===== src/tsm_map.vh =====
// Purpose: register map, field positions and reset values of the split timer block
// Assumes: 32-bit AHB-Lite data, one register per aligned word
// Notes: included by the top-level design file and the testbench
`ifndef TSM_MAP_VH
`define TSM_MAP_VH

// ********************
// register offsets
// ********************
`define TSM_OFF_CTRL 12'h410
`define TSM_OFF_MODE 12'h400
`define TSM_OFF_TIMER_STATUS_REGISTER 12'h404
`define TSM_OFF_CNT0 12'h408
`define TSM_OFF_CNT1 12'h40C
`define TSM_OFF_IRQ 12'h420
`define TSM_OFF_MASK 12'h424

// ********************
// control register fields
// ********************
`define TSM_TF1 7
`define TSM_TR1 6
`define TSM_TF0 5
`define TSM_TR0 4
`define TSM_IE1 3
`define TSM_IT1 2
`define TSM_IE0 1
`define TSM_IT0 0
`define TSM_CTRL_RST 8'h00

// ********************
// mode register fields: gate, c/t, m1, m0 per timer; reload value and status register bits
// ********************
`define TSM_MODE_RST 8'h00
`define TSM_M_SPLIT 2'h3
`define TSM_M_FREE16 2'h1
`define TSM_M_RLD8 2'h2
`define TSM_GATE1 7
`define TSM_CT1 6
`define TSM_M1_HI 5
`define TSM_M1_LO 4
`define TSM_GATE0 3
`define TSM_CT0 2
`define TSM_M0_HI 1
`define TSM_M0_LO 0
`define TSM_RLD_VAL 8'h00
`define TSM_SECOND_TOGGLE_OUT_ENABLE 2
`define TSM_T0OE 0
`define TSM_TIMER_STATUS_REGISTER_RST 8'h00

// ********************
// interrupt status bits
// ********************
`define TSM_EV_TF0 0
`define TSM_EV_IE0 1
`define TSM_EV_TF1 2
`define TSM_EV_IE1 3
`define TSM_EV_W 4

`endif


===== src/tsm_cnt8.v =====
// Purpose: one 8-bit counter with enable and load
// Assumes: synchronous increment on core_clk
// Notes: overflow is a one-cycle pulse on wrap from FF to 00
`timescale 1ns/1ps
module tsm_cnt8 #(
  parameter W = 8
) (
  input wire core_clk,
  input wire arst_n,
  input wire inc,
  input wire load,
  input wire [W-1:0] load_val,
  output reg [W-1:0] cnt_q,
  output wire ovf
);
  // no load term: the parent reloads on this pulse, a load term would close a loop
  assign ovf = inc && (&cnt_q);

  always @(posedge core_clk or negedge arst_n) begin
    if (!arst_n) begin
      cnt_q <= {W{1'b0}};
    end else if (load) begin
      cnt_q <= load_val;
    end else if (inc) begin
      cnt_q <= cnt_q + {{(W-1){1'b0}}, 1'b1};
    end
  end
endmodule // tsm_cnt8


===== src/tsm_edge.v =====
// Purpose: external interrupt pin edge/level detector
// Assumes: pin is synchronous to core_clk
// Notes: hit pulses once per falling edge, or every cycle low in level mode
`timescale 1ns/1ps
module tsm_edge (
  input wire core_clk,
  input wire arst_n,
  input wire pin,
  input wire level_mode,
  output wire hit
);
  reg pin_q;

  always @(posedge core_clk or negedge arst_n) begin
    if (!arst_n) begin
      pin_q <= 1'b1;
    end else begin
      pin_q <= pin;
    end
  end

  // edge mode sees only high-to-low; level mode re-asserts while low
  assign hit = level_mode ? !pin : (pin_q && !pin);
endmodule // tsm_edge


===== src/tsm_top.v =====
// Purpose: split-mode control of two general timers with shared run/flag register
// Assumes: AHB-Lite slave, single word transfers, one clock, inputs synchronous
// Notes: prescaler and count pins arrive as one-cycle tick inputs
//
// The AHB-Lite register port is this design's own decision.
`timescale 1ns/1ps
`include "tsm_map.vh"

module tsm_top (
  input wire core_clk,
  input wire arst_n,
  input wire hsel,
  input wire [31:0] haddr,
  input wire [1:0] htrans,
  input wire hwrite,
  input wire [2:0] hsize,
  input wire [31:0] hwdata,
  input wire hready,
  output reg [31:0] hrdata,
  output wire hreadyout,
  output wire hresp,
  input wire presc_tick,
  input wire count_pin0,
  input wire count_pin1,
  input wire ext_interrupt_pin_zero,
  input wire ext_interrupt_pin_one,
  input wire vector_ack0,
  input wire vector_ack1,
  input wire ext_ack0,
  input wire ext_ack1,
  output wire first_timer_ovf,
  output wire second_timer_ovf,
  output wire ext_req0,
  output wire ext_req1,
  output wire irq
);
  // ********************
  // bus slave
  // ********************
  reg wr_pend_q;
  reg [11:0] wr_addr_q;
  reg [7:0] timer_run_and_flag_control_q;
  reg [7:0] mode_q;
  reg [7:0] timer_status_register_q;
  reg [`TSM_EV_W-1:0] irq_stat_q;
  reg [`TSM_EV_W-1:0] irq_mask_q;
  wire acc = hsel && hready && htrans[1];
  wire rd_acc = acc && !hwrite;
  wire [11:0] a = haddr[11:0];
  wire [7:0] wd = hwdata[7:0];

  // one decoder for every write strobe, so all of them fire in the data phase
  function wr_hit;
    input pend;
    input [11:0] qaddr;
    input [11:0] off;
    begin
      wr_hit = pend && (qaddr == off);
    end
  endfunction

  wire wr_ctrl = wr_hit(wr_pend_q, wr_addr_q, `TSM_OFF_CTRL);
  wire wr_mode = wr_hit(wr_pend_q, wr_addr_q, `TSM_OFF_MODE);
  wire wr_timer_status_register = wr_hit(wr_pend_q, wr_addr_q, `TSM_OFF_TIMER_STATUS_REGISTER);
  wire wr_cnt0 = wr_hit(wr_pend_q, wr_addr_q, `TSM_OFF_CNT0);
  wire wr_cnt1 = wr_hit(wr_pend_q, wr_addr_q, `TSM_OFF_CNT1);
  wire wr_mask = wr_hit(wr_pend_q, wr_addr_q, `TSM_OFF_MASK);
  wire rd_irq = rd_acc && (a == `TSM_OFF_IRQ);

  // zero-wait slave, always OKAY
  assign hreadyout = 1'b1;
  assign hresp = 1'b0;

  always @(posedge core_clk or negedge arst_n) begin
    if (!arst_n) begin
      wr_pend_q <= 1'b0;
      wr_addr_q <= 12'h000;
    end else begin
      wr_pend_q <= acc && hwrite;
      wr_addr_q <= a;
    end
  end

  // ********************
  // mode decode
  // ********************
  wire gate0 = mode_q[`TSM_GATE0];
  wire ct0 = mode_q[`TSM_CT0];
  wire [1:0] m0 = mode_q[`TSM_M0_HI:`TSM_M0_LO];
  wire gate1 = mode_q[`TSM_GATE1];
  wire ct1 = mode_q[`TSM_CT1];
  wire [1:0] m1 = mode_q[`TSM_M1_HI:`TSM_M1_LO];
  wire split0 = (m0 == `TSM_M_SPLIT);
  wire split1 = (m1 == `TSM_M_SPLIT);
  wire tr0 = timer_run_and_flag_control_q[`TSM_TR0];
  wire tr1 = timer_run_and_flag_control_q[`TSM_TR1];

  function run_ok;
    input gate;
    input run;
    input pin;
    begin
      run_ok = run && (!gate || pin);
    end
  endfunction

  function src_tick;
    input ct;
    input presc;
    input cpin;
    begin
      src_tick = ct ? cpin : presc;
    end
  endfunction

  // mode 2 overflows on the low byte, every other mode on the high byte
  function ovf_sel;
    input [1:0] mode;
    input ovl;
    input ovh;
    begin
      ovf_sel = (mode == `TSM_M_RLD8) ? ovl : ovh;
    end
  endfunction

  // only the free-running mode and first-timer split mode roll past the top without a reload
  function reload_hit;
    input [1:0] mode;
    input ovl;
    input ovh;
    begin
      reload_hit = (mode != `TSM_M_FREE16) && ovf_sel(mode, ovl, ovh);
    end
  endfunction

  wire en0 = run_ok(gate0, tr0, ext_interrupt_pin_zero);
  wire inc0 = en0 && src_tick(ct0, presc_tick, count_pin0);
  // second timer stops only in its own split mode
  wire en1 = run_ok(gate1, tr1, ext_interrupt_pin_one) && !split1;
  wire inc1 = en1 && src_tick(ct1, presc_tick, count_pin1);
  // high half ignores gate and pin, counts the prescaled clock
  wire inc0h_split = tr1 && presc_tick;

  // ********************
  // counters
  // ********************
  wire [7:0] c0l;
  wire [7:0] c0h;
  wire [7:0] c1l;
  wire [7:0] c1h;
  wire ov0l;
  wire ov0h;
  wire ov1l;
  wire ov1h;
  wire inc0l_w = inc0;
  // in split mode the low carry no longer feeds the high byte
  wire inc0h_w = split0 ? inc0h_split : (m0 != `TSM_M_RLD8) && ov0l;
  wire inc1h_w = (m1 != `TSM_M_RLD8) && ov1l;
  // reload is to zero: the reload value registers are not part of this block
  wire ld0l = wr_cnt0 || (!split0 && reload_hit(m0, ov0l, ov0h));
  wire ld1l = wr_cnt1 || reload_hit(m1, ov1l, ov1h);
  // a software write wins over a reload that falls in the same cycle
  wire [7:0] ld0l_val = wr_cnt0 ? hwdata[7:0] : `TSM_RLD_VAL;
  wire [7:0] ld1l_val = wr_cnt1 ? hwdata[7:0] : `TSM_RLD_VAL;

  tsm_cnt8 #(.W(8)) u_c0l (
    .core_clk(core_clk),
    .arst_n(arst_n),
    .inc(inc0l_w),
    .load(ld0l),
    .load_val(ld0l_val),
    .cnt_q(c0l),
    .ovf(ov0l)
  );
  tsm_cnt8 #(.W(8)) u_c0h (
    .core_clk(core_clk),
    .arst_n(arst_n),
    .inc(inc0h_w),
    .load(wr_cnt0),
    .load_val(hwdata[15:8]),
    .cnt_q(c0h),
    .ovf(ov0h)
  );
  tsm_cnt8 #(.W(8)) u_c1l (
    .core_clk(core_clk),
    .arst_n(arst_n),
    .inc(inc1),
    .load(ld1l),
    .load_val(ld1l_val),
    .cnt_q(c1l),
    .ovf(ov1l)
  );
  tsm_cnt8 #(.W(8)) u_c1h (
    .core_clk(core_clk),
    .arst_n(arst_n),
    .inc(inc1h_w),
    .load(wr_cnt1),
    .load_val(hwdata[15:8]),
    .cnt_q(c1h),
    .ovf(ov1h)
  );

  // overflow events: mode 2 and first-timer split mode use the low byte, others the high byte
  // a write that lands on an overflow still lets the flag set: losing it is worse
  wire t0_ovf = split0 ? ov0l : ovf_sel(m0, ov0l, ov0h);
  wire t1_own_ovf = ovf_sel(m1, ov1l, ov1h);
  wire t1_ovf = split0 ? ov0h : t1_own_ovf;
  assign first_timer_ovf = t0_ovf;
  assign second_timer_ovf = t1_own_ovf; // baud source stays usable

  // ********************
  // external interrupt inputs
  // ********************
  wire hit0;
  wire hit1;
  tsm_edge u_e0 (
    .core_clk(core_clk),
    .arst_n(arst_n),
    .pin(ext_interrupt_pin_zero),
    .level_mode(!timer_run_and_flag_control_q[`TSM_IT0]),
    .hit(hit0)
  );
  tsm_edge u_e1 (
    .core_clk(core_clk),
    .arst_n(arst_n),
    .pin(ext_interrupt_pin_one),
    .level_mode(!timer_run_and_flag_control_q[`TSM_IT1]),
    .hit(hit1)
  );

  // ********************
  // control register
  // ********************
  wire set_tf0 = t0_ovf && !timer_status_register_q[`TSM_T0OE];
  // while first timer is split its high half owns this flag
  wire set_tf1 = t1_ovf && !timer_status_register_q[`TSM_SECOND_TOGGLE_OUT_ENABLE];
  reg [7:0] ctrl_d;

  always @* begin
    ctrl_d = timer_run_and_flag_control_q;
    if (wr_ctrl) begin
      ctrl_d = wd;
    end
    if (vector_ack0) begin
      ctrl_d[`TSM_TF0] = 1'b0;
    end
    if (vector_ack1) begin
      ctrl_d[`TSM_TF1] = 1'b0;
    end
    if (ext_ack0) begin
      ctrl_d[`TSM_IE0] = 1'b0;
    end
    if (ext_ack1) begin
      ctrl_d[`TSM_IE1] = 1'b0;
    end
    // hardware sets win over any clear in the same cycle
    if (set_tf0) begin
      ctrl_d[`TSM_TF0] = 1'b1;
    end
    if (set_tf1) begin
      ctrl_d[`TSM_TF1] = 1'b1;
    end
    if (hit0) begin
      ctrl_d[`TSM_IE0] = 1'b1;
    end
    if (hit1) begin
      ctrl_d[`TSM_IE1] = 1'b1;
    end
  end

  always @(posedge core_clk or negedge arst_n) begin
    if (!arst_n) begin
      timer_run_and_flag_control_q <= `TSM_CTRL_RST;
      mode_q <= `TSM_MODE_RST;
      timer_status_register_q <= `TSM_TIMER_STATUS_REGISTER_RST;
    end else begin
      timer_run_and_flag_control_q <= ctrl_d;
      if (wr_mode) begin
        mode_q <= wd;
      end
      if (wr_timer_status_register) begin
        timer_status_register_q <= wd;
      end
    end
  end

  // request is the edge flag in both modes; level mode re-sets it while the pin is low
  assign ext_req0 = timer_run_and_flag_control_q[`TSM_IE0];
  assign ext_req1 = timer_run_and_flag_control_q[`TSM_IE1];

  // ********************
  // interrupt status and mask
  // ********************
  wire [`TSM_EV_W-1:0] ev = {hit1, set_tf1, hit0, set_tf0};

  // read-to-clear; an event in the read cycle survives
  always @(posedge core_clk or negedge arst_n) begin
    if (!arst_n) begin
      irq_stat_q <= {`TSM_EV_W{1'b0}};
      irq_mask_q <= {`TSM_EV_W{1'b0}};
    end else begin
      irq_stat_q <= (rd_irq ? {`TSM_EV_W{1'b0}} : irq_stat_q) | ev;
      if (wr_mask) begin
        irq_mask_q <= hwdata[`TSM_EV_W-1:0];
      end
    end
  end

  assign irq = |(irq_stat_q & irq_mask_q);

  // ********************
  // read data
  // ********************
  always @(posedge core_clk or negedge arst_n) begin
    if (!arst_n) begin
      hrdata <= 32'h00000000;
    end else if (rd_acc) begin
      case (a)
        `TSM_OFF_CTRL: hrdata <= {24'h000000, timer_run_and_flag_control_q};
        `TSM_OFF_MODE: hrdata <= {24'h000000, mode_q};
        `TSM_OFF_TIMER_STATUS_REGISTER: hrdata <= {24'h000000, timer_status_register_q};
        `TSM_OFF_CNT0: hrdata <= {16'h0000, c0h, c0l};
        `TSM_OFF_CNT1: hrdata <= {16'h0000, c1h, c1l};
        `TSM_OFF_IRQ: hrdata <= {28'h0000000, irq_stat_q};
        `TSM_OFF_MASK: hrdata <= {28'h0000000, irq_mask_q};
        default: hrdata <= 32'h00000000;
      endcase
    end
  end

  wire unused_ok = |{hsize, haddr[31:12], hwdata[31:16]};
endmodule // tsm_top


===== config.mk =====
export PLATFORM = sky130hd
export DESIGN_NAME = tsm_top
export DESIGN_NICKNAME = d
export VERILOG_FILES = /design/src/tsm_cnt8.v /design/src/tsm_edge.v /design/src/tsm_top.v
export VERILOG_INCLUDE_DIRS = /design/src
export SDC_FILE = /design/constraint.sdc
export NUM_CORES = 1
export LEC_CHECK = 0
export ABC_AREA = 0
export ABC_CLOCK_PERIOD_IN_PS = 2300
export BUFFER_PORTS_ARGS = -buffer_cell sky130_fd_sc_hd__buf_2
export CORE_MARGIN = 3
export CORE_UTILIZATION = 50
export CTS_CLUSTER_DIAMETER = 30
export DETAILED_ROUTE_END_ITERATION = 10
export HOLD_SLACK_MARGIN = 0.12
export MAX_ROUTING_LAYER = met4
export PLACE_DENSITY = 0.75
export RECOVER_POWER = 50
export SLEW_MARGIN = 20
export SYNTH_ARGS = -nofsm -noshare
export SYNTH_HDL_FRONTEND = slang
export SYNTH_SLANG_ARGS = --single-unit

===== constraint.sdc =====
create_clock -name core_clk -period 2.3 [get_ports core_clk]
set_input_delay 0.115 -clock core_clk [delete_from_list [all_inputs] [get_ports core_clk]]
set_output_delay 0.115 -clock core_clk [all_outputs]
set_load 0.02 [all_outputs]

==> results_dict.tcl <==
set metrics [dict create \
    fin_ws_ps 159.0 \
    async_flop_share_pct 100.0 \
    ys_seq_area_share_pct 46.45 \
    cp_max_fo 8 \
    required_ps 2560 \
    coreArea_um2 9864 \
    dr.pass1.iters 5 \
    dp_hpwl_um 9413 \
    drive_above_1_share_pct 19.41 \
    cts_setup_buffers 0 \
    start_util_pct 51.94 \
    syn_area_per_cell_um2 10.19 \
    ctsRootBufferMaster "clkbuf_8" \
    antenna_found_initial 0 \
    synth_top_area_share_pct 45.42 \
    final.fill_count 831 \
    grt_pass1_wl_um 21150 \
    pre_cts_ws_ps 224.8 \
    synth-main-ff-cell "dfrtp_1" \
    fmax_ghz 0.4671 \
    hold_violations 0 \
    power.leakage_nw 2.749 \
    setup_viol 0 \
    die_w_um 107.2 \
    maxSlewHeadroom_pct 33.74 \
    vdd_drop_max_v 0.0003348 \
    critPathLaunchType "flip-flop" \
    r2r-end "mode_q[0]$_DFFE_PN0P_" \
    tightest_slew_ps 993.8 \
    synth_warnings 0 \
    gr-total-overflow 0 \
    synth.largest_area_cell "dfrtp_1" \
    clock-sinks 95 \
    netlist_area_um2 5124 \
    place_congestion 0.8639 \
    grt_max_degree 56 \
    clkLatencyLatePin_ps 370 \
    fin_crit_ps 2141 \
    antenna_left 0 \
    via_count 4216 \
    synth_edf_count 0 \
    routed_via_density 5.690 \
    design_area_um2 6087 \
    fin_nets 690 \
    diodes 0 \
    num_rows 36 \
    seq_area_um2 2380 \
    grt_pass1_vias 4116 \
    cts_tree "built" \
    post-route-period-util_pct 93.09 \
    report.final.slew_viol_count 0 \
    wl_um 13190 \
    criticalPathCategory "flip-flop to flip-flop" \
    placed_cell_area_um2 5572 \
    clock_skew_ps 10.84 \
    min_path_type "primary input to flip-flop" \
    outcome "finished, final reports clean" \
    reg2regPathDepth 5 \
    powerDensity_nw_per_um2 494.7 \
    critPathArrivalTime_ps 2400 \
    drt-initial-drc-count 266 \
    multiInputGateArea_um2 2526 \
    fin_setup_tns_ps 0 \
    track_usage_pct 24.67 \
    crit_start "wr_addr_q[7]$_DFF_PN0_" \
    syn_inst 503 \
    numCtsBuffers 9 \
    cp-endpoint "mode_q[0]$_DFFE_PN0P_" \
    wl_per_cell_um 17.80 \
    synth_area_leaders "dfrtp_1 45%, mux2_2 6.8%, mux2i_1 6.1%, nand2_1 3.8%, buf_4 2.6%" \
    drcViolationCount 0 \
    grt_setup_unrepaired "no" \
    end_kind "flip-flop" \
    cts.htree.levels 3 \
    synth_cell_types 65 \
    die_h_um 107.2 \
    cts.reportedPaths.clkPinSlew_ps 90 \
    ios 122 \
    portBuffers 63 \
    r2r_start "wr_addr_q[7]$_DFF_PN0_" \
    clock_path_buffers 2 \
    rrSetupSlack_ps 160 \
    maxCapViolations 0 \
    area_growth_pct 18.80 \
    ys_seq_elements 95 \
    dieArea_um2 11500 \
]
-- synth_stat cells, types with 5 or more instances --
library cell   n
dfrtp_1       93
nand2_1       52
mux2_2        31
mux2i_1       31
nor2_1        31
o21ai_0       21
clkbuf_1      20
buf_4         18
nand4_1       17
a21oi_1       15
o31ai_1       14
nor3_1        12
inv_1         11
nand3_1       11
and3_1        10
xnor2_1        9
xor2_1         7
a22o_1         6
a31oi_1        5
nand2b_1       5
-- how the worst min path moves through the flow --
stage | depth (start not counted) | slack [ps] | start | to
2_1_floorplan | 0 | -180 | arst_n | hrdata[0]$_DFFE_PN0P_
3_3_place_gp | 1 | 130 | arst_n | wr_addr_q[11]$_DFF_PN0_
3_5_place_dp | 1 | 130 | arst_n | wr_addr_q[10]$_DFF_PN0_
4_1_cts | 2 | 200 | haddr[2] | wr_addr_q[2]$_DFF_PN0_
5_1_grt | 2 | 220 | haddr[2] | wr_addr_q[2]$_DFF_PN0_
6_report | 2 | 220 | haddr[2] | wr_addr_q[2]$_DFF_PN0_
-- area by class of cell --
cell class / instances / area share, %
multi-input combinational: 369 / 41.50
sequential: 95 / 39.10
inverter: 11 / 0.6783
timing repair buffer: 117 / 13.11
tap: 133 / 2.734
clock buffer: 11 / 2.323
clock inverter: 5 / 0.5550
-- sequential cells by signal (all words and copies together) (netlist names), 8 cells and up --
register                      cells
timer_run_and_flag_control_q      8
wr_addr_q                        12
timer_status_register_q           8
hrdata                           16
u_c1l.cnt_q                       8
u_c0l.cnt_q                       8
u_c0h.cnt_q                       8
u_c1h.cnt_q                       8
mode_q                            8
-- worst max-delay path, stage by stage (launching register included) --
cell,delay [ps]
dfrtp_1,390
nor4_2,470
nand3_1,260
nor3_1,180
nand2_1,330
mux2_2,390
-- metal layers --
metal  GRT usage (%)  vias up  share of wire (%)
li1                -     1994                  -
met1           31.27     2048                 42
met2           39.90      142                 49
met3           5.358       32                5.8
met4           7.489        0                2.8
met5               -        -                  0
-- cells in the final DEF (no fill, tap or decap), types with 5 or more instances in the layout --
| master | synthesis | layout |
|---|---|---|
| and3_1 | 10 | 10 |
| nand2b_1 | 5 | 5 |
| nor2_1 | 31 | 31 |
| nand4_1 | 17 | 17 |
| nor3_1 | 12 | 12 |
| a31oi_1 | 5 | 5 |
| buf_2 | 0 | 43 |
| buf_4 | 18 | 14 |
| clkbuf_8 | 0 | 10 |
| dfrtp_1 | 93 | 93 |
| a21oi_1 | 15 | 15 |
| xor2_1 | 7 | 7 |
| mux2i_1 | 31 | 31 |
| a22o_1 | 6 | 6 |
| conb_1 | 2 | 18 |
| mux2_2 | 31 | 31 |
| clkbuf_1 | 20 | 21 |
| nand2_1 | 52 | 52 |
| inv_1 | 11 | 11 |
| dlygate4sd3_1 | 0 | 37 |
| o31ai_1 | 14 | 14 |
| o21ai_0 | 21 | 21 |
| nand3_1 | 11 | 11 |
| xnor2_1 | 9 | 9 |
-- where the power goes --
group          switching (mW)  total (mW)  internal (mW)
sequential             0.0297        1.73           1.70
combinational           0.169       0.286          0.118
clock                   0.576       0.997          0.421
-- kinds of logic after synthesis --
group | synth area share [%]
compound gates | 12.23
xor+xnor | 2.735
flops | 46.45
buf+inv | 5.665
mux | 13.60
other cells | 0.1466
fa+ha+maj | 0.9768
simple gates | 18.19
-- what timing repair did --
item,CTS,global route
hold endpoints to repair,113,0
hold buffers,37,0
resized for setup,0,2
setup endpoints to repair,0,10
-- per-stage QoR --
stage | hold WS [ps] | util (%) | cells | power (mW)
after CTS | 201.5 | 62.01 | 741 | 3.041
final | 220.4 | 61.71 | 741 | 3.011
after floorplan | -180.6 | - | 519 | 1.898
after global routing | 220.1 | 61.71 | 741 | 3.126
after detailed placement | 133.3 | 56.48 | 688 | 2.004
after global placement | 127.5 | 56.48 | 688 | 1.996
No activity file was read; power rests on OpenSTA's default activity.
